[src/verilog/bscas_pkg.sv]
/*
 * Shared constants, types and helper functions for the beam smoothing
 * and cascade trigger block.
 * Assumes a single 10 MHz clock and byte-wide serial frames delivered
 * by an external character receiver on the same clock.
 */
package bscas_pkg;

   // ------------------------------------------------------------------
   // Time base
   // ------------------------------------------------------------------
   localparam int CLK_PERIOD_NS = 100;
   localparam int US_NS = 1000;
   localparam int MS_NS = 1000000;
   localparam int CLKS_PER_US = US_NS / CLK_PERIOD_NS;
   localparam int CLKS_PER_MS = MS_NS / CLK_PERIOD_NS;
   localparam int TRIG_PULSE_US = 1;
   localparam int TRIG_CLKS = TRIG_PULSE_US * CLKS_PER_US;
   localparam int MB_GAP_US = 2000;
   localparam int MB_GAP_CLKS = MB_GAP_US * CLKS_PER_US;

   // ------------------------------------------------------------------
   // Serial parameter frames
   // ------------------------------------------------------------------
   localparam logic [7:0] MB_UNIT = 8'h01;
   localparam logic [7:0] MB_FN_WR_MULTI = 8'h10;
   localparam logic [15:0] REG_SMOOTH_CFG = 16'h0047;
   localparam logic [15:0] MB_QTY = 16'h0002;
   localparam logic [7:0] MB_BYTE_CNT = 8'h04;
   localparam logic [3:0] MB_HDR_LEN = 4'h7;
   localparam logic [3:0] MB_REQ_LAST = 4'hc;
   localparam logic [3:0] MB_RSP_HDR = 4'h6;
   localparam logic [3:0] MB_RSP_LAST = 4'h7;
   localparam logic [15:0] CRC_INIT = 16'hffff;
   localparam logic [15:0] CRC_POLY = 16'ha001;

   // ------------------------------------------------------------------
   // Smoothing configuration word
   // ------------------------------------------------------------------
   localparam logic [31:0] SMOOTH_CFG_RST = 32'h0000_0101;
   localparam int THR_W = 8;
   localparam int SMOOTH_LSB = 8;
   localparam int INV_LSB = 0;
   localparam int IOL_W = 16;

   // ------------------------------------------------------------------
   // Role and pin codes
   // ------------------------------------------------------------------
   localparam logic ROLE_MASTER = 1'b1;
   localparam logic PIN_DIR_OUT = 1'b0;
   localparam logic PIN_DIR_IN = 1'b1;
   localparam logic PIN_SW_LIGHT = 1'b0;
   localparam logic [3:0] PIN_FN_TRIG_OUT = 4'h3;
   localparam logic [3:0] PIN_FN_TRIG_IN = 4'h1;

   typedef enum logic [1:0] {
      CS_OFF = 2'b00,
      CS_MASTER = 2'b01,
      CS_SLAVE = 2'b11
   } bscas_state_t;

   // Fixed header byte of request and reply by position
   function automatic logic [7:0] mb_hdr_byte(input logic [3:0] idx);
      case (idx)
         4'h0: return MB_UNIT;
         4'h1: return MB_FN_WR_MULTI;
         4'h2: return REG_SMOOTH_CFG[15:8];
         4'h3: return REG_SMOOTH_CFG[7:0];
         4'h4: return MB_QTY[15:8];
         4'h5: return MB_QTY[7:0];
         default: return MB_BYTE_CNT;
      endcase
   endfunction

   // One byte step of the reflected frame check sequence
   function automatic logic [15:0] crc_byte(input logic [15:0] crc, input logic [7:0] b);
      logic [15:0] c;
      c = crc ^ {8'h00, b};
      for (int i = 0; i < 8; i++) begin
         c = c[0] ? ((c >> 1) ^ CRC_POLY) : (c >> 1);
      end
      return c;
   endfunction

endpackage

[src/verilog/bscas_timer.sv]
/*
 * Restartable interval timer: counts a number of units of TICK clocks
 * and pulses done_o once at the end.
 * Assumes TICK is at least 2; start_i may arrive while running.
 */
`timescale 1ns/10ps
module bscas_timer #(
   parameter int TICK = 10,
   parameter int W = 16
) (
   input wire logic clk_i,
   input wire logic resetn_i,
   input wire logic start_i,
   input wire logic [W-1:0] units_i,
   output logic done_o
);

   localparam int PW = $clog2(TICK + 1);
   localparam logic [PW-1:0] PRE_ONE = PW'(1);
   localparam logic [PW-1:0] PRE_LAST = PW'(TICK - 1);

   logic [PW-1:0] pre_q;
   logic [W-1:0] units_q;
   logic busy_q;

   // Start cycle counts as the first clock of the first unit
   always_ff @(posedge clk_i) begin
      if (!resetn_i) begin
         pre_q <= '0;
         units_q <= '0;
         busy_q <= 1'b0;
         done_o <= 1'b0;
      end else if (start_i) begin
         pre_q <= PRE_ONE;
         units_q <= units_i;
         busy_q <= (units_i != '0);
         done_o <= (units_i == '0);
      end else if (busy_q && pre_q == PRE_LAST) begin
         pre_q <= '0;
         units_q <= units_q - W'(1);
         busy_q <= (units_q != W'(1));
         done_o <= (units_q == W'(1));
      end else begin
         pre_q <= busy_q ? pre_q + PW'(1) : pre_q;
         done_o <= 1'b0;
      end
   end

endmodule

[src/verilog/bscas_smooth.sv]
/*
 * Beam evaluation with smoothing and inverted smoothing thresholds.
 * Assumes beam states are already synchronised; a set bit is an
 * interrupted beam. A threshold of 0 or 1 means no filtering.
 */
`timescale 1ns/10ps
module bscas_smooth
   import bscas_pkg::*;
#(
   parameter int NB = 16
) (
   input wire logic clk_i,
   input wire logic resetn_i,
   input wire logic [NB-1:0] beams_i,
   input wire logic [THR_W-1:0] thr_intr_i,
   input wire logic [THR_W-1:0] thr_free_i,
   output logic [NB-1:0] intr_eval_o,
   output logic [NB-1:0] free_eval_o,
   output logic intr_det_o,
   output logic free_det_o
);

   // Number of set bits
   function automatic logic [8:0] popcnt(input logic [NB-1:0] v);
      logic [8:0] c;
      c = '0;
      for (int i = 0; i < NB; i++) begin
         c = c + {8'h00, v[i]};
      end
      return c;
   endfunction

   // Zero acts like one: nothing is filtered
   function automatic logic [8:0] thr_eff(input logic [THR_W-1:0] t);
      return (t == '0) ? 9'h001 : {1'b0, t};
   endfunction

   logic intr_hit;
   logic free_hit;

   // Threshold compare on both beam states
   assign intr_hit = popcnt(beams_i) >= thr_eff(thr_intr_i);
   assign free_hit = popcnt(~beams_i) >= thr_eff(thr_free_i);

   // Registered evaluation result
   always_ff @(posedge clk_i) begin
      if (!resetn_i) begin
         intr_det_o <= 1'b0;
         free_det_o <= 1'b0;
         intr_eval_o <= '0;
         free_eval_o <= '0;
      end else begin
         intr_det_o <= intr_hit;
         free_det_o <= free_hit;
         intr_eval_o <= intr_hit ? beams_i : '0;
         free_eval_o <= free_hit ? ~beams_i : '0;
      end
   end
endmodule

[src/verilog/bscas_top.sv]
/*
 * Beam smoothing and cascade trigger logic of a light-curtain receiver:
 * serial parameter write of the smoothing word with reply, IO-Link
 * style object write, master trigger generation and slave delayed scan.
 * Assumes serial bytes arrive from a character receiver on clk_i and
 * replies are taken by a transmitter with valid/ready. Pin 5 and beam
 * states come from outside and are synchronised here.
 */
`timescale 1ns/10ps

module bscas_top
   import bscas_pkg::*;
#(
   parameter int NB = 16,
   parameter int CLKS_PER_MS_P = CLKS_PER_MS,
   parameter int MB_GAP_CLKS_P = MB_GAP_CLKS
) (
   input wire logic clk_i,
   input wire logic resetn_i,
   input wire logic [NB-1:0] beams_i,
   input wire logic cascade_en_i,
   input wire logic role_i,
   input wire logic [15:0] cycle_ms_i,
   input wire logic [15:0] delay_us_i,
   input wire logic pin5_dir_i,
   input wire logic pin5_sw_i,
   input wire logic [3:0] pin5_outfn_i,
   input wire logic [3:0] pin5_infn_i,
   input wire logic pin5_i,
   output logic pin5_o,
   output logic pin5_oe_n_o,
   output logic scan_start_o,
   input wire logic mb_rx_valid_i,
   input wire logic [7:0] mb_rx_data_i,
   output logic mb_tx_valid_o,
   output logic [7:0] mb_tx_data_o,
   input wire logic mb_tx_ready_i,
   input wire logic iol_wr_i,
   input wire logic [IOL_W-1:0] iol_data_i,
   output logic [31:0] smooth_cfg_o,
   output logic [NB-1:0] intr_eval_o,
   output logic [NB-1:0] free_eval_o,
   output logic intr_det_o,
   output logic free_det_o
);

   localparam logic [31:0] GAP = 32'(MB_GAP_CLKS_P);
   localparam logic [7:0] TRIG_LEN = 8'(TRIG_CLKS);

   // ------------------------------------------------------------------
   // Input synchronisers
   // ------------------------------------------------------------------
   logic [NB-1:0] beams_s1_q, beams_s2_q;
   logic pin5_s1_q, pin5_s2_q;

   // Two flops on the beam and pin 5 inputs
   always_ff @(posedge clk_i) begin
      if (!resetn_i) begin
         beams_s1_q <= '0;
         beams_s2_q <= '0;
         pin5_s1_q <= 1'b0;
         pin5_s2_q <= 1'b0;
      end else begin
         beams_s1_q <= beams_i;
         beams_s2_q <= beams_s1_q;
         pin5_s1_q <= pin5_i;
         pin5_s2_q <= pin5_s1_q;
      end
   end

   // ------------------------------------------------------------------
   // Serial request receiver
   // ------------------------------------------------------------------
   logic [31:0] gap_q;
   logic [3:0] rx_idx_q, cur_idx;
   logic rx_bad_q, cur_bad, rx_bad_d;
   logic [15:0] rx_crc_q, cur_crc, rx_crc_d;
   logic [31:0] rx_data_q;
   logic frame_idle, wr_ok;

   // Silence counter marks frame boundaries
   always_ff @(posedge clk_i) begin
      if (!resetn_i) begin
         gap_q <= GAP;
      end else if (mb_rx_valid_i) begin
         gap_q <= '0;
      end else if (gap_q != GAP) begin
         gap_q <= gap_q + 32'h1;
      end
   end

   // First byte after silence starts a fresh frame
   assign frame_idle = (gap_q == GAP);
   assign cur_idx = frame_idle ? 4'h0 : rx_idx_q;
   assign cur_bad = frame_idle ? 1'b0 : rx_bad_q;
   assign cur_crc = frame_idle ? CRC_INIT : rx_crc_q;
   assign rx_crc_d = crc_byte(cur_crc, mb_rx_data_i);
   assign rx_bad_d = cur_bad | (cur_idx == 4'hf) |
      ((cur_idx < MB_HDR_LEN) && (mb_rx_data_i != mb_hdr_byte(cur_idx)));
   // Accepted only when header and check agree and no reply is pending
   assign wr_ok = mb_rx_valid_i && (cur_idx == MB_REQ_LAST) && !rx_bad_d &&
      (rx_crc_d == 16'h0000) && !mb_tx_valid_o;

   // Byte position, error flag, running check and data capture
   always_ff @(posedge clk_i) begin
      if (!resetn_i) begin
         rx_idx_q <= '0;
         rx_bad_q <= 1'b0;
         rx_crc_q <= CRC_INIT;
         rx_data_q <= '0;
      end else if (mb_rx_valid_i) begin
         rx_idx_q <= (cur_idx == 4'hf) ? cur_idx : cur_idx + 4'h1;
         rx_bad_q <= rx_bad_d;
         rx_crc_q <= rx_crc_d;
         if (cur_idx >= MB_HDR_LEN && cur_idx < MB_HDR_LEN + 4'h4) begin
            rx_data_q <= {rx_data_q[23:0], mb_rx_data_i};
         end
      end
   end

   // ------------------------------------------------------------------
   // Smoothing configuration word
   // ------------------------------------------------------------------
   logic [31:0] cfg_q;

   // Serial write wins over an object write in the same cycle
   always_ff @(posedge clk_i) begin
      if (!resetn_i) begin
         cfg_q <= SMOOTH_CFG_RST;
      end else if (wr_ok) begin
         cfg_q <= rx_data_q;
      end else if (iol_wr_i) begin
         cfg_q[IOL_W-1:0] <= iol_data_i;
      end
   end

   assign smooth_cfg_o = cfg_q;

   // ------------------------------------------------------------------
   // Reply transmitter
   // ------------------------------------------------------------------
   logic [3:0] tx_idx_q;
   logic [15:0] tx_crc_q, tx_crc_d;

   assign tx_crc_d = crc_byte(tx_crc_q, mb_tx_data_o);

   // Six header bytes then check low and high
   always_ff @(posedge clk_i) begin
      if (!resetn_i) begin
         tx_idx_q <= '0;
         tx_crc_q <= CRC_INIT;
         mb_tx_valid_o <= 1'b0;
         mb_tx_data_o <= '0;
      end else if (wr_ok) begin
         tx_idx_q <= '0;
         tx_crc_q <= CRC_INIT;
         mb_tx_valid_o <= 1'b1;
         mb_tx_data_o <= mb_hdr_byte(4'h0);
      end else if (mb_tx_valid_o && mb_tx_ready_i) begin
         tx_idx_q <= tx_idx_q + 4'h1;
         if (tx_idx_q == MB_RSP_LAST) begin
            mb_tx_valid_o <= 1'b0;
         end
         if (tx_idx_q < MB_RSP_HDR) begin
            tx_crc_q <= tx_crc_d;
         end
         if (tx_idx_q + 4'h1 < MB_RSP_HDR) begin
            mb_tx_data_o <= mb_hdr_byte(tx_idx_q + 4'h1);
         end else if (tx_idx_q + 4'h1 == MB_RSP_HDR) begin
            mb_tx_data_o <= tx_crc_d[7:0];
         end else begin
            mb_tx_data_o <= tx_crc_q[15:8];
         end
      end
   end

   // ------------------------------------------------------------------
   // Beam evaluation
   // ------------------------------------------------------------------
   bscas_smooth #(.NB(NB)) u_smooth (
      .clk_i(clk_i),
      .resetn_i(resetn_i),
      .beams_i(beams_s2_q),
      .thr_intr_i(cfg_q[SMOOTH_LSB +: THR_W]),
      .thr_free_i(cfg_q[INV_LSB +: THR_W]),
      .intr_eval_o(intr_eval_o),
      .free_eval_o(free_eval_o),
      .intr_det_o(intr_det_o),
      .free_det_o(free_det_o)
   );

   // ------------------------------------------------------------------
   // Cascade role and trigger
   // ------------------------------------------------------------------
   bscas_state_t state_q, state_d;
   logic drive_ok, accept_ok, dark, fire, lvl_now, lvl_q, trig_edge;
   logic ms_done, us_done;
   logic [15:0] cycle_units;
   logic [7:0] trig_cnt_q;

   // Role follows enable and function type
   always_comb begin
      case ({cascade_en_i, role_i})
         {1'b1, ROLE_MASTER}: state_d = CS_MASTER;
         {1'b1, ~ROLE_MASTER}: state_d = CS_SLAVE;
         default: state_d = CS_OFF;
      endcase
   end

   always_ff @(posedge clk_i) begin
      if (!resetn_i) begin
         state_q <= CS_OFF;
      end else begin
         state_q <= state_d;
      end
   end

   // Pin 5 role gating and trigger conditions
   assign drive_ok = (state_d == CS_MASTER) && (pin5_dir_i == PIN_DIR_OUT) &&
      (pin5_outfn_i == PIN_FN_TRIG_OUT);
   assign accept_ok = (state_q == CS_SLAVE) && (pin5_dir_i == PIN_DIR_IN) &&
      (pin5_infn_i == PIN_FN_TRIG_IN);
   assign dark = (pin5_sw_i != PIN_SW_LIGHT);
   assign fire = (state_d == CS_MASTER) && ((state_q != CS_MASTER) || ms_done);
   assign lvl_now = pin5_s2_q ^ dark;
   assign trig_edge = accept_ok && lvl_now && !lvl_q;
   assign cycle_units = (cycle_ms_i == 16'h0000) ? 16'h0001 : cycle_ms_i;

   // Master cycle period in milliseconds
   bscas_timer #(.TICK(CLKS_PER_MS_P), .W(16)) u_ms_tmr (
      .clk_i(clk_i),
      .resetn_i(resetn_i),
      .start_i(fire),
      .units_i(cycle_units),
      .done_o(ms_done)
   );

   // Slave delay in microseconds, restarted by each edge
   bscas_timer #(.TICK(CLKS_PER_US), .W(16)) u_us_tmr (
      .clk_i(clk_i),
      .resetn_i(resetn_i),
      .start_i(trig_edge),
      .units_i(delay_us_i),
      .done_o(us_done)
   );

   // Trigger pulse, pin drive and scan start
   always_ff @(posedge clk_i) begin
      if (!resetn_i) begin
         lvl_q <= 1'b0;
         trig_cnt_q <= '0;
         pin5_o <= 1'b0;
         pin5_oe_n_o <= 1'b1;
         scan_start_o <= 1'b0;
      end else begin
         lvl_q <= lvl_now;
         trig_cnt_q <= fire ? TRIG_LEN : (trig_cnt_q != 8'h00 ? trig_cnt_q - 8'h01 : trig_cnt_q);
         pin5_o <= drive_ok ? ((fire || trig_cnt_q > 8'h01) ^ dark) : 1'b0;
         pin5_oe_n_o <= !drive_ok;
         scan_start_o <= fire || ((state_q == CS_SLAVE) && us_done);
      end
   end

   // ------------------------------------------------------------------
   // Checks
   // ------------------------------------------------------------------
   int since_q, per_q;
   logic per_seen_q;

   // Cycles since last slave edge and since last scan
   always_ff @(posedge clk_i) begin
      if (!resetn_i) begin
         since_q <= 0;
         per_q <= 0;
         per_seen_q <= 1'b0;
      end else begin
         since_q <= trig_edge ? 0 : (since_q < 32'h7fff_fffe ? since_q + 1 : since_q);
         per_q <= scan_start_o ? 1 : (per_q < 32'h7fff_fffe ? per_q + 1 : per_q);
         per_seen_q <= (state_q == CS_MASTER) && (per_seen_q || scan_start_o);
      end
   end
endmodule

[config.mk]
export PLATFORM = sky130hd
export DESIGN_NAME = bscas_top
export DESIGN_NICKNAME = d
export VERILOG_FILES = /design/src/verilog/bscas_pkg.sv /design/src/verilog/bscas_timer.sv /design/src/verilog/bscas_smooth.sv /design/src/verilog/bscas_top.sv
export SDC_FILE = /design/constraint.sdc
export NUM_CORES = 1
export LEC_CHECK = 0
export BUFFER_PORTS_ARGS = -buffer_cell sky130_fd_sc_hd__buf_2
export CORE_UTILIZATION = 35
export CTS_CLUSTER_DIAMETER = 40
export DETAILED_ROUTE_END_ITERATION = 10
export MAX_ROUTING_LAYER = met4
export RECOVER_POWER = 100
export SLEW_MARGIN = 20
export SYNTH_ARGS = -nofsm -noshare
export SYNTH_HDL_FRONTEND = slang
export SYNTH_SLANG_ARGS = --single-unit
[constraint.sdc]
create_clock -name clk_i -period 7.1 [get_ports clk_i]
set_input_delay 0.355 -clock clk_i [delete_from_list [all_inputs] [get_ports clk_i]]
set_output_delay 0.355 -clock clk_i [all_outputs]
set_load 0.1 [all_outputs]
-- Yosys cells after proc, flatten, opt, wreduce, memory -nomap -nowiden
Cells that the tools add are included.
- flip-flop bits (word level): 282
- output and inout bits: 78
- word-level logic and storage cells: 253
- add/sub/neg operators: 38
- $lt $le $gt $ge: 8
- eq/ne operators: 30
- muxes and demuxes: 57
- bitwise logic cells: 25
- reductions and logical operators: 57
- operator list (cell ; count):
    $mux 16 ; 24
    $add 9x1->9 ; 28
    $pmux 7 s5 ; 2
    $logic_not 16->1 ; 4
    $not 2->3 ; 16
    $add 32x1->32 const B ; 1
    $eq 16x1->1 const B ; 2
    $eq 32x15->1 const B ; 1
    $mux 8 ; 4
    $ne 16x1->1 const B ; 2
    $ne 32x15->1 const B ; 1
    $reduce_bool 16->1 ; 2
    $sub 16x1->16 const B ; 2
    $xor 16x8->16 ; 2
    $mux 15 ; 2
    $eq 4x3->1 const B ; 6
    $eq 4x2->1 const B ; 5
    $mux 1 ; 20
    $ge 9x9->1 ; 2
    $logic_and 1x1->1 ; 17
    $logic_not 8->1 ; 2
    $mux 4 ; 4
    $not 16->16 ; 1
    $add 14x1->14 const B ; 1
    other kinds (27) ; 64

-- Longest topological paths before layout
Gate-level depths: netlist (run 1).
- depth in word-level cells: 24
- mapped depth: 19
- mapped depth without buffers: 18

-- Modules after synthesis
Synthesis (run 1) repeated with hierarchy kept, for this count alone.
- cell total of the unflattened synthesis: 1590
- area, all modules: 14088.5 µm²
- modules (own cells, without submodules) (module ; times used ; cells each ; area an instance (µm²) ; sequential area each (µm²)):
    bscas_top ; 1 ; 1009 ; 8762.2 ; 3883.7
    bscas_smooth ; 1 ; 235 ; 2349.8 ; 680.7
    bscas_timer (u_ms_tmr) ; 1 ; 202 ; 1769.2 ; 640.6
    bscas_timer (u_us_tmr) ; 1 ; 144 ; 1207.4 ; 440.4

-- Worst setup path after synthesis (run 1)
Ideal clock, no wire load.
- path kind: register to register
- from: register beams_s2_q[0]
- to: register u_smooth.free_det_o
- library setup time: 126 ps
- arrival time: 4935 ps
- data required time: 6974 ps
- slack: 2039 ps
- stages on the path, launching flop included: 19
- period minus slack after synthesis: 5061 ps
- cell sequence: dfxtp_1 -> inv_1 -> ha_1 -> fa_1 -> fa_1 -> fa_1 -> fa_1 -> fa_1 -> inv_1 -> fa_1 -> inv_1 -> ha_1 -> a21o_1 -> a21o_1 -> a21oi_1 -> nor2b_1 -> o211ai_1 -> clkbuf_1 -> inv_1
- longest elaborated chain between the ends: 17
- ends and longest elaborated chain (item ; line ; text):
    start: declaration ; bscas_top.sv:53 ; logic [NB-1:0] beams_s1_q, beams_s2_q;
    start signal: assignment ; bscas_top.sv:65 ; beams_s2_q <= beams_s1_q;
    $not 16->16 ; bscas_smooth.sv:43 ; assign free_hit = popcnt(~beams_i) >= thr_eff(thr_free_i);
    $add 1x1->2 ; bscas_smooth.sv:28 ; c = c + {8'h00, v[i]};
    $add 9x1->9 (14 in a row) ; bscas_smooth.sv:28 ;
    $ge 9x9->1 ; bscas_smooth.sv:43 ;
    end signal: assignment ; bscas_smooth.sv:54 ; free_det_o <= free_hit;
    end: declaration ; bscas_smooth.sv:20 ; output logic free_det_o
Every way passes these cells.
A chain may end at the register's enable or synchronous reset.

-- Final worst setup path (run 1)
- from: register gap_q[0]
- to: register cfg_q[14], in the netlist smooth_cfg_o[14]
- longest elaborated chain between the ends: 17
- ends and longest elaborated chain (item ; line ; text):
    start: declaration ; bscas_top.sv:74 ; logic [31:0] gap_q;
    start signal: assignment ; bscas_top.sv:88 ; gap_q <= gap_q + 32'h1;
    $eq 32x15->1 (*) ; bscas_top.sv:93 ; assign frame_idle = (gap_q == GAP);
    $mux 16 ; bscas_top.sv:96 ; assign cur_crc = frame_idle ? CRC_INIT : rx_crc_q;
    $xor 16x8->16 ; bscas_pkg.sv:78 ; c = crc ^ {8'h00, b};
    $not 2->3 (no line) or $mux 16 (tied branches) ; n/a ;
    $mux 16 or $not 2->3 (tied branches) (3 in a row) ; n/a ;
    $not 2->3 (no line) or $mux 16 (tied branches) ; n/a ;
    $mux 16 or $not 2->3 (tied branches) (4 in a row) ; n/a ;
    $mux 16 ; bscas_pkg.sv:80 ; c = c[0] ? ((c >> 1) ^ CRC_POLY) : (c >> 1);
    $logic_not 16->1 ; bscas_top.sv:102 ; (rx_crc_d == 16'h0000) && !mb_tx_valid_o;
    $logic_and 1x1->1 (*) ; bscas_top.sv:101 ; assign wr_ok = mb_rx_valid_i && (cur_idx == MB_REQ_LAST) && !rx_bad_d &&
    $logic_and 1x1->1 (*) ; bscas_top.sv:102 ;
    $mux 16 or $reduce_bool 2->1 (tied branches) ; n/a ;
    end signal: assignment ; bscas_top.sv:131 ; cfg_q <= rx_data_q;
    end signal: indexed assignment ; bscas_top.sv:133 ; cfg_q[IOL_W-1:0] <= iol_data_i;
    end: declaration ; bscas_top.sv:124 ; logic [31:0] cfg_q;
Mark *: on every way between the ends. The rest lies on a longest branch, timed or not.

==> results by group, run 1 <==
Drt
  – Initial DRC count: 452
  – Vias per cell: 4.91
  – Routed length per instance: 14.7 microns
  – Via count: 10900
  – Total wire length: 32.6 mm
  – 1st-pass router iterations: 5
  – DRC: 0
  – Antenna viol nets, final: 0

Worst hold path
  – HP Start: delay_us_i[1]
  – Hold Path Cell Cnt: 3
  – Class of the worst hold path: in2reg
  – End of the worst hold path: u_us_tmr.units_q[1]

Yosys
  – Post-Syn Area per Cell: 8.91 sq um
  – Most numerous cell in the Yosys netlist: dfxtp_1
  – Largest area contributor in the netlist: dfxtp_1
  – Syn Inst Count: 1496
  – Synth cell count leaders: dfxtp_1 (282), nand2_1 (160), nor2_1 (148)
  – Syn_nets: 1648
  – Yosys top cell area share: 0.424
  – Synth warnings: 0
  – Dominant synthesized flop cell: dfxtp_1
  – Synth Register Bits: 282
  – Synth top area cells: dfxtp_1 (42%), xnor2_1 (5.3%), xor2_1 (4.7%)
  – Mapped cell area: 13300 sq um
  – Ys async rst share: 0
  – Part of the Yosys area used for sequential elements: 0.424
  – Synth cell types: 74
  – Post-synth EDFFs: 0

Timing
  – Worst Skew: 25.4 ps
  – RSZ-0062 raised after global routing: false
  – Final setup vio count: 0
  – Setup ws final: 1520 ps
  – Worst slew pin tran: 2280 ps
  – Final period utilization: 0.785
  – Fin Setup TNS: 0 ps
  – Max_slew headroom: -0.531
  – Final min period: 5580 ps
  – Final hold violation count: 0
  – F_max: 179 MHz
  – Fin. max-slew vios: 186

Die
  – Die Y: 197 microns
  – Die ar.: 38800 sq um
  – Row cnt: 71
  – Core area: 37600 sq um
  – Chip width: 197 microns
  – Starting Density: 0.355
  – I/O pins: 168

Power
  – Final total power: 0.00506 W
  – Leakage: 6.25 nW
  – Peak VDD IR: 0.162 mV
  – Pwr dens: 312 nW/um^2

Clock tree
  – # resized after CTS: 0
  – CTS Sinks: 282
  – # H-tree levels: 2
  – Skew-Pair Late Insertion Delay: 570 ps
  – Max Buffers Root-to-Sink: 3
  – CTS tree: yes
  – Clock-pin slew on the worst setup and hold paths: 60 ps
  – Root buf cell: clkbuf_16
  – CTS buffer count: 46

Critical path
  – Critical Path RT: 7550 ps
  – Startpoint Class: flop
  – Reg2reg path depth: 15
  – CP Max Fanout: 22
  – Critical Path End Type: flop
  – Worst EP arrival: 6030 ps
  – R2r startpoint: gap_q[0]
  – Critical path class: reg2reg
  – R2R setup slack: 1520 ps
  – Worst reg2reg path endpoint: smooth_cfg_o[14]

Layout
  – Layout Cells excl Fill: 2216
  – Area added between synthesis and finish: 21.8%
  – Share of cells above drive strength 1: 0.118
  – Fillcell total: 3727
  – Nets@finish: 1818
  – Final design utilization: 0.432

Placed design
  – Placed instance count: 2111
  – Hpwl dp: 22.8 mm
  – GPL Wtd Cong: 0.847
  – Pre-CTS setup slack: 2100 ps
  – Port Buffers: 167

GRT
  – Total grt overflow: 0
  – First-pass GRT wire length: 52.6 mm
  – GRT Resource Usage Total: 0.172
  – Initial antenna violation count: 2
  – Vias in the first global route: 10400
  – Largest net degree at the start of global routing: 57

Outcome
  – Run status: finished with violations
  – Failing checks: capacitance limit, slew limit

Flow run
  – Total of max-cap violations: 4
[timing repair]
item	in CTS	in global routing
setup buffers	0	0
hold buffers	18	0
hold endpoints to repair	17	0
[worst max-delay path, stage by stage, from the launching register on]
cell and delay [ps]:
dfxtp_1 310, inv_1 80, ha_1 140, nor4b_2 240, and4_1 260, nand2_1 330
nand2_1 250, inv_1 110, ha_1 390, mux2_2 340, a21oi_1 140, a21oi_1 70
a2111oi_0 950, a32o_1 1060, nand2_2 460, a211oi_1 340
[logic make-up after synthesis]
logic type | after synthesis | share of synthesized area
compound gates | 245 | 0.121
xor+xnor | 156 | 0.107
fa+ha+maj | 62 | 0.0695
buf+inv | 143 | 0.0434
flops | 282 | 0.424
mux | 31 | 0.0236
simple gates | 577 | 0.213
[worst max-delay path by stage]
stage                       start                       end  slack (ps)  cells after the start
global placement    beams_s2_q[0]  u_smooth.free_eval_o[13]        2200                     18
global route             resetn_i           smooth_cfg_o[7]        1080                      5
detailed placement  beams_s2_q[0]   u_smooth.free_eval_o[9]        2100                     18
finish                   gap_q[0]          smooth_cfg_o[14]        1520                     15
CTS                 beams_s2_q[0]   u_smooth.free_eval_o[9]        2090                     18
floorplan           beams_s2_q[0]       u_smooth.free_det_o        2040                     18
[placed cells by master (no fill, tap or decap), types with 5 or more instances in the layout]
cell type | Yosys | routed
dfxtp_1 | 282 | 282
nand2_1 | 160 | 160
nor2_1 | 148 | 147
buf_2 | 3 | 89
a21oi_1 | 88 | 88
clkbuf_1 | 61 | 84
xnor2_1 | 80 | 80
xor2_1 | 72 | 72
inv_1 | 68 | 68
nor3_1 | 60 | 61
o21ai_0 | 56 | 56
nand3_1 | 54 | 54
clkbuf_16 | 0 | 46
ha_1 | 42 | 42
a211oi_1 | 30 | 41
mux2i_1 | 28 | 28
nor4_1 | 24 | 24
and2_1 | 38 | 20
fa_1 | 20 | 20
nand4_1 | 19 | 19
and2_0 | 0 | 18
dlygate4sd3_1 | 0 | 18
o211ai_1 | 14 | 14
and3_1 | 10 | 10
inv_6 | 0 | 8
and4_1 | 7 | 7
nor2b_1 | 7 | 7
or4_1 | 7 | 7
or3_1 | 7 | 7
nand2b_1 | 7 | 6
a22oi_1 | 6 | 6
clkinvlp_4 | 0 | 6
buf_4 | 2 | 6
a21o_1 | 5 | 5
nand4b_1 | 5 | 5
clkbuf_8 | 0 | 5
[power breakdown]
| part | internal (W) | total, W | switching, W |
|---|---|---|---|
| combinational | 0.000328 | 0.00101 | 0.000681 |
| sequential | 0.00168 | 0.00175 | 0.0000722 |
| clock | 0.00143 | 0.00230 | 0.000872 |
[sequential cells by signal, summed over array words and instances, names as in the netlist, 14 cells and up]
signal / flops
u_ms_tmr.pre_q: 14
gap_q: 32
u_ms_tmr.units_q: 16
u_smooth.intr_eval_o: 16
smooth_cfg_o: 32
u_us_tmr.units_q: 16
beams_s1_q: 16
u_smooth.free_eval_o: 16
beams_s2_q: 16
rx_data_q: 32
rx_crc_q: 16
tx_crc_q: 16
[layout make-up]
| cell class | instances | area, sq um | share of cell area |
|---|---|---|---|
| multi-input combinational | 1071 | 7050 | 0.435 |
| sequential | 282 | 5650 | 0.348 |
| clock buffer | 52 | 1220 | 0.0754 |
| timing repair buffer | 196 | 982 | 0.0605 |
| tap | 511 | 639 | 0.0394 |
| clock inverter | 33 | 413 | 0.0255 |
| inverter | 69 | 260 | 0.0160 |
| antenna | 2 | 5.00 | 0.000308 |
[through the flow]
step / hold slack (ps) / cell area [sq um]
2_1_floorplan: 393 / 13300
3_3_place_gp: 403 / 14600
3_5_place_dp: 402 / 14600
4_1_cts: 18.2 / 16400
5_1_grt: 40.6 / 16200
6_report: 56.3 / 16200
[routing by layer]
layer,vias to the layer above,wire length (microns),GRT usage
met3,47,1810,0.0336
li1,5498,-,-
met2,257,14900,0.275
met4,0,643,0.0603
met1,5089,15300,0.216
met5,-,0,-
Note: power is estimated with default switching activity, not from simulation.
==> run 2: changes to the inputs <==
==> constraint.sdc (replaced) <==
create_clock -name clk_i -period 4.6 [get_ports clk_i]
set_input_delay 0.23 -clock clk_i [delete_from_list [all_inputs] [get_ports clk_i]]
set_output_delay 0.23 -clock clk_i [all_outputs]
set_load 0.1 [all_outputs]
==> results by group, run 2 (synthesis results as in run 1) <==
Outcome
  – Run status: finished with violations (unchanged)
  – Failing checks: capacitance limit, slew limit, setup timing (was capacitance limit, slew limit)

Clock tree
  – CTS buffer count: 43 (was 46)
  – Root buf cell: clkbuf_16 (unchanged)
  – CTS Sinks: 282 (unchanged)
  – Max Buffers Root-to-Sink: 3 (unchanged)
  – Skew-Pair Late Insertion Delay: 570 ps (about the same)
  – CTS tree: yes (unchanged)
  – Clock-pin slew on the worst setup and hold paths: 60 ps (about the same)
  – # H-tree levels: 2 (unchanged)

Die
  – Die Y: 197 microns (unchanged)
  – Chip width: 197 microns (unchanged)
  – Row cnt: 71 (unchanged)
  – Die ar.: 38800 sq um (unchanged)
  – I/O pins: 168 (unchanged)
  – Core area: 37600 sq um (unchanged)
  – Starting Density: 0.355 (unchanged)

Timing
  – Final period utilization: 1.04 (was 0.785)
  – Final min period: 4770 ps (was 5580 ps)
  – RSZ-0062 raised after global routing: true (was false)
  – Max_slew headroom: -0.939 (was -0.531)
  – Worst slew pin tran: 2870 ps (was 2280 ps)
  – Final setup vio count: 34 (was 0)
  – Setup ws final: -168 ps (was 1520 ps)
  – Final hold violation count: 0 (unchanged)
  – Worst Skew: 28.8 ps (was 25.4 ps)
  – Fin. max-slew vios: 144 (was 186)
  – F_max: 210 MHz (was 179 MHz)

GRT
  – GRT Resource Usage Total: 0.178 (was 0.172)
  – Initial antenna violation count: 0 (was 2)
  – Total grt overflow: 0 (unchanged)
  – Vias in the first global route: 10700 (was 10400)
  – First-pass GRT wire length: 54.3 mm (was 52.6 mm)
  – Largest net degree at the start of global routing: 89 (was 57)

Power
  – Sw frac: 0.323 (was 0.321)
  – Flop pwr share: 0.350 (was 0.346)
  – Internal power: 0.00523 W (was 0.00344 W)
  – Gate power share: 0.215 (was 0.199)
  – Leakage: 6.45 nW (was 6.25 nW)
  – Peak VDD IR: 0.229 mV (was 0.162 mV)
  – Switch Pwr: 0.00250 W (was 0.00163 W)
  – Pwr dens: 463 nW/um^2 (was 312 nW/um^2)
  – Clock power frac: 0.435 (was 0.455)

Placed design
  – GPL Wtd Cong: 0.868 (was 0.847)
  – Pre-CTS setup slack: -179 ps (was 2100 ps)
  – Placed cell area: 14800 sq um (was 14600 sq um)
  – Hpwl dp: 23.5 mm (was 22.8 mm)
  – Port Buffers: 167 (unchanged)

Drt
  – DRC: 0 (unchanged)
  – Total wire length: 33.5 mm (was 32.6 mm)
  – Routed length per instance: 14.8 microns (was 14.7 microns)
  – Vias per cell: 4.93 (was 4.91)
  – Antenna viol nets, final: 0 (unchanged)
  – Via count: 11200 (was 10900)
  – 1st-pass router iterations: 4 (was 5)
  – Initial DRC count: 582 (was 452)

Critical path
  – Critical Path RT: 5050 ps (was 7550 ps)
  – Startpoint Class: flop (unchanged)
  – CP max stage cell: fa_1 (was a32o_1)
  – Critical Path End Type: flop (unchanged)
  – CP most frequent cell: fa_1
  – CP Buf/Inv Count: 4 (was 2)
  – Crit-path cells: inv_2, ha_4, fa_1, fa_1, fa_1, fa_1, fa_2, inv_2, fa_1, inv_1, ha_1, a21o_1, a21o_1, a21oi_2, nor2b_1, o211ai_1, buf_6, nor2_1 (was inv_1, ha_1, nor4b_2, and4_1, nand2_1, nand2_1, inv_1, ha_1, mux2_2, a21oi_1, a21oi_1, a2111oi_0, a32o_1, nand2_2, a211oi_1)
  – Slowest Stage Delay on Critical Path: 530 ps (was 1060 ps)
  – Critical path's top delay family: adder cells (was compound AO/OA/AOI/OAI gates)
  – Critical path class: reg2reg (unchanged)
  – CP Max Fanout: 17 (was 22)
  – Worst EP arrival: 5220 ps (was 6030 ps)

Layout
  – Post-route cell area: 16700 sq um (was 16200 sq um)
  – Share of cells above drive strength 1: 0.132 (was 0.118)
  – Commonest non-fill, non-tap cells in the layout: dfxtp_1 (280), nand2_1 (160), nor2_1 (147) (was dfxtp_1 (282), nand2_1 (160), nor2_1 (147))
  – Reg area: 5650 sq um (about the same)
  – Area added between synthesis and finish: 25.3% (was 21.8%)
  – Antenna fix cells: 0 (was 2)
  – Fillcell total: 3690 (was 3727)
  – Footprint of the multi-input gates: 7120 sq um (was 7050 sq um)
  – Commonest non-fill, non-tap cell in the layout: dfxtp_1 (unchanged)
  – Nets@finish: 1872 (was 1818)

Worst hold path
  – Class of the worst hold path: in2reg (unchanged)

Flow run
  – Total of max-cap violations: 3 (was 4)
==> run 2: changes by cell type in the layout (fill, tap and decap cells not counted), sizes merged <==
cell and change:
inv +2, diode -2, bufinv -2, clkinvlp -1, buf +16, clkinv -6
dlygate4sd3 +37, clkbuf +6
==> run 2: tightest hold or removal path, stage by stage <==
cell	delay, ps
buf_2	180
nand2_1	80
a21oi_1	50
==> run 2: power by group through the flow <==
stage / registers (W) / logic (W) / clock network, W
finish: 0.00271 / 0.00166 / 0.00336
floorplan: 0.00315 / 0.000890 / 0
global placement: 0.00275 / 0.00161 / 0
CTS: 0.00270 / 0.00168 / 0.00344
global route: 0.00272 / 0.00182 / 0.00355
detailed placement: 0.00275 / 0.00163 / 0
==> run 2: worst paths after layout <==
| path | to | from | depth (start not counted) | slack [ps] |
|---|---|---|---|---|
| max | u_smooth.free_eval_o[15] | beams_s2_q[1] | 18 | -170 |
| min | rx_data_q[0] | mb_rx_data_i[0] | 3 | 40 |
| max reg2reg | u_smooth.free_eval_o[15] | beams_s2_q[1] | 18 | -170 |
| min reg2reg | u_smooth.free_eval_o[2] | beams_s2_q[2] | 1 | 390 |
==> run 2: layout make-up <==
class	instances	area share
well taps	511	0.0383
repair buffers	253	0.0902
inverters	69	0.0156
clock buffers	54	0.0731
clock inverters	26	0.0178
flip-flops and latches	282	0.338
multi-input cells	1071	0.427
==> run 2: per-layer routing <==
metal / part of all wire / wire (microns) / global-route usage / up-vias
met5: 0 / 0 / - / -
met4: 0.022 / 724 / 0.0597 / 0
li1: - / - / - / 5617
met3: 0.054 / 1790 / 0.0379 / 52
met2: 0.46 / 15500 / 0.289 / 248
met1: 0.46 / 15500 / 0.219 / 5252
==> run 2: per-stage QoR <==
stage	power [W]	util	setup TNS [ps]	std cells	hold slack, ps
4_1_cts	0.00783	0.449	-5300	2266	2.84
3_3_place_gp	0.00436	0.394	-3050	2131	394
3_5_place_dp	0.00439	0.394	-5130	2131	395
6_report	0.00773	0.444	-4530	2266	36.5
2_1_floorplan	0.00404	-	-3240	1496	302
5_1_grt	0.00810	0.444	-16170	2266	28.3
==> run 2: repair_timing <==
action | CTS | global route
endpoints found under the setup margin | 34 | 34
buffers inserted | 0 | 0
hold buffers | 55 | 0
hold endpoints to repair | 53 | 0
gates resized for setup | 2 | 1
pin swaps | 1 | 0
==> run 3: changes to the inputs <==
==> constraint.sdc (replaced) <==
create_clock -name clk_i -period 4.41 [get_ports clk_i]
set_input_delay 0.2205 -clock clk_i [delete_from_list [all_inputs] [get_ports clk_i]]
set_output_delay 0.2205 -clock clk_i [all_outputs]
set_load 0.1 [all_outputs]
==> results by group, run 3 (synthesis results as in run 1) <==
Timing
  – Worst Skew: 24.6 ps (was 28.8 ps)
  – Setup ws final: -395 ps (was -168 ps)
  – Final period utilization: 1.09 (was 1.04)
  – Max_slew headroom: -0.0585 (was -0.939)
  – Final min period: 4810 ps (was 4770 ps)
  – RSZ-0062 raised after global routing: true (unchanged)
  – Worst slew pin tran: 1590 ps (was 2870 ps)
  – Fin. max-slew vios: 38 (was 144)
  – Final setup vio count: 34 (unchanged)
  – F_max: 208 MHz (was 210 MHz)
  – Final hold violation count: 0 (unchanged)

Critical path
  – Slowest Stage Delay on Critical Path: 540 ps (was 530 ps)
  – CP most frequent cell: fa_1 (unchanged)
  – R2r startpoint: beams_s2_q[1] (unchanged)
  – Critical Path RT: 4860 ps (was 5050 ps)
  – CP Max Fanout: 9 (was 17)
  – Reg2reg path depth: 19 (was 18)
  – Critical Path End Type: flop (unchanged)
  – Critical path's top delay family: adder cells (unchanged)
  – Critical path class: reg2reg (unchanged)
  – CP Buf/Inv Count: 5 (was 4)
  – CP max stage cell: fa_1 (unchanged)
  – Crit-path cells: inv_2, ha_4, fa_1, fa_1, fa_1, fa_1, fa_2, inv_2, fa_1, inv_1, ha_1, a21o_1, a21o_1, a21oi_2, nor2b_1, o211ai_1, buf_4, buf_8, nor2_1 (was inv_2, ha_4, fa_1, fa_1, fa_1, fa_1, fa_2, inv_2, fa_1, inv_1, ha_1, a21o_1, a21o_1, a21oi_2, nor2b_1, o211ai_1, buf_6, nor2_1)
  – Worst reg2reg path endpoint: u_smooth.free_eval_o[0] (was u_smooth.free_eval_o[15])
  – Worst EP arrival: 5260 ps (was 5220 ps)
  – Startpoint Class: flop (unchanged)
  – R2R setup slack: -400 ps (was -170 ps)

GRT
  – Largest net degree at the start of global routing: 73 (was 89)
  – First-pass GRT wire length: 55.9 mm (was 54.3 mm)
  – Vias in the first global route: 11000 (was 10700)
  – Initial antenna violation count: 0 (unchanged)
  – Total grt overflow: 0 (unchanged)
  – GRT Resource Usage Total: 0.182 (was 0.178)

Power
  – Clock power frac: 0.438 (was 0.435)
  – Gate power share: 0.216 (was 0.215)
  – Internal power: 0.00558 W (was 0.00523 W)
  – Pwr dens: 484 nW/um^2 (was 463 nW/um^2)
  – Peak VDD IR: 0.280 mV (was 0.229 mV)
  – Sw frac: 0.317 (was 0.323)
  – Switch Pwr: 0.00259 W (was 0.00250 W)
  – Flop pwr share: 0.346 (was 0.350)
  – Final total power: 0.00817 W (was 0.00773 W)
  – Leakage: 6.55 nW (was 6.45 nW)

Outcome
  – Failing checks: capacitance limit, slew limit, setup timing (unchanged)
  – Run status: finished with violations (unchanged)

Layout
  – Nets@finish: 1883 (was 1872)
  – Antenna fix cells: 0 (unchanged)
  – Post-route cell area: 16900 sq um (was 16700 sq um)
  – Reg area: 5650 sq um (unchanged)
  – Area added between synthesis and finish: 26.7% (was 25.3%)
  – Fillcell total: 3688 (was 3690)
  – Footprint of the multi-input gates: 7160 sq um (was 7120 sq um)
  – Commonest non-fill, non-tap cell in the layout: dfxtp_1 (unchanged)
  – Commonest non-fill, non-tap cells in the layout: dfxtp_1 (280), nand2_1 (160), nor2_1 (145) (was dfxtp_1 (280), nand2_1 (160), nor2_1 (147))
  – Share of cells above drive strength 1: 0.139 (was 0.132)
  – Final design utilization: 0.449 (was 0.444)

Worst hold path
  – Hold Path Cell Cnt: 3 (unchanged)
  – End of the worst hold path: u_us_tmr.units_q[0] (was rx_data_q[0])
  – HP Start: delay_us_i[0] (was mb_rx_data_i[0])
  – Class of the worst hold path: in2reg (unchanged)

Die
  – Die ar.: 38800 sq um (unchanged)
  – Starting Density: 0.355 (unchanged)
  – Die Y: 197 microns (unchanged)
  – I/O pins: 168 (unchanged)
  – Chip width: 197 microns (unchanged)
  – Core area: 37600 sq um (unchanged)
  – Row cnt: 71 (unchanged)

Clock tree
  – CTS Sinks: 282 (unchanged)
  – Root buf cell: clkbuf_16 (unchanged)
  – CTS tree: yes (unchanged)
  – Skew-Pair Late Insertion Delay: 560 ps (was 570 ps)
  – CTS buffer count: 44 (was 43)
  – Max Buffers Root-to-Sink: 3 (unchanged)
  – Clock-pin slew on the worst setup and hold paths: 60 ps (about the same)
  – # H-tree levels: 2 (unchanged)

Placed design
  – GPL Wtd Cong: 0.865 (was 0.868)
  – Port Buffers: 167 (unchanged)
  – Pre-CTS setup slack: -390 ps (was -179 ps)
  – Placed cell area: 14800 sq um (about the same)
  – Hpwl dp: 23.5 mm (about the same)

Drt
  – Total wire length: 34.1 mm (was 33.5 mm)
  – Initial DRC count: 420 (was 582)
  – Vias per cell: 4.94 (was 4.93)
  – Routed length per instance: 15.0 microns (was 14.8 microns)
  – DRC: 0 (unchanged)
  – Via count: 11200 (about the same)
  – Antenna viol nets, final: 0 (unchanged)
  – 1st-pass router iterations: 5 (was 4)

Flow run
  – Total of max-cap violations: 1 (was 3)
## run 3: changes by cell type in the layout (fill, tap and decap cells not counted), moves of 3 or more
cell | previous run | this run
buf_4 | 20 | 27
inv_8 | 7 | 2
bufinv_16 | 2 | 5
clkinv_2 | 1 | 4
## run 3: area by class of cell
class | instances | share of cell area
clock buffer | 54 | 0.0704
inverter | 69 | 0.0154
tap | 511 | 0.0379
sequential | 282 | 0.335
multi-input combinational | 1071 | 0.424
timing repair buffer | 263 | 0.0967
clock inverter | 27 | 0.0210
## run 3: layer usage
| layer | GRT usage | up-vias | routed length [microns] |
|---|---|---|---|
| met5 | - | - | 0 |
| met4 | 0.0583 | 0 | 621 |
| met3 | 0.0359 | 47 | 1910 |
| met2 | 0.292 | 278 | 15800 |
| met1 | 0.229 | 5287 | 15800 |
| li1 | - | 5630 | - |
## run 3: worst max path at each step
stage	cells past startpoint	start	end
floorplan	18	beams_s2_q[1]	u_smooth.free_eval_o[6]
global placement	18	beams_s2_q[1]	u_smooth.free_eval_o[4]
detailed placement	18	beams_s2_q[1]	u_smooth.free_eval_o[0]
CTS	18	beams_s2_q[1]	u_smooth.free_eval_o[0]
global route	19	beams_s2_q[1]	u_smooth.free_eval_o[15]
finish	19	beams_s2_q[1]	u_smooth.free_eval_o[0]
## run 3: metrics by stage
stage               hold WS, ps  std cells  setup TNS, ps
floorplan                   293       1496          -8430
global placement            394       2134          -9720
detailed placement          399       2134         -11650
CTS                        10.2       2272         -11580
global route               38.9       2277         -26490
finish                     43.4       2277         -11590
## run 3: worst reg2reg max path, stage by stage (launching register included)
cell	delay, ps
dfxtp_2	330
inv_2	50
ha_4	240
fa_1	460
fa_1	540
fa_1	450
fa_1	510
fa_2	360
inv_2	60
fa_1	390
inv_1	70
ha_1	230
a21o_1	160
a21o_1	180
a21oi_2	110
nor2b_1	50
o211ai_1	150
buf_4	170
buf_8	130
nor2_1	50
## run 3: repair_timing
action                                  CTS  global route
gates resized for setup                   2            15
hold endpoints to repair                 55             0
hold buffers                             57             0
endpoints found under the setup margin   34            95
cloned                                    0             1
buffers inserted                          0             4
pin swaps                                 0             8
## run 3: power by group through the flow
| stage | Combinational, W | Sequential, W | Clock [W] |
|---|---|---|---|
| 6_report | 0.00176 | 0.00282 | 0.00358 |
| 5_1_grt | 0.00193 | 0.00284 | 0.00379 |
| 4_1_cts | 0.00176 | 0.00282 | 0.00366 |
| 3_5_place_dp | 0.00170 | 0.00287 | 0 |
| 3_3_place_gp | 0.00168 | 0.00287 | 0 |
| 2_1_floorplan | 0.000929 | 0.00328 | 0 |
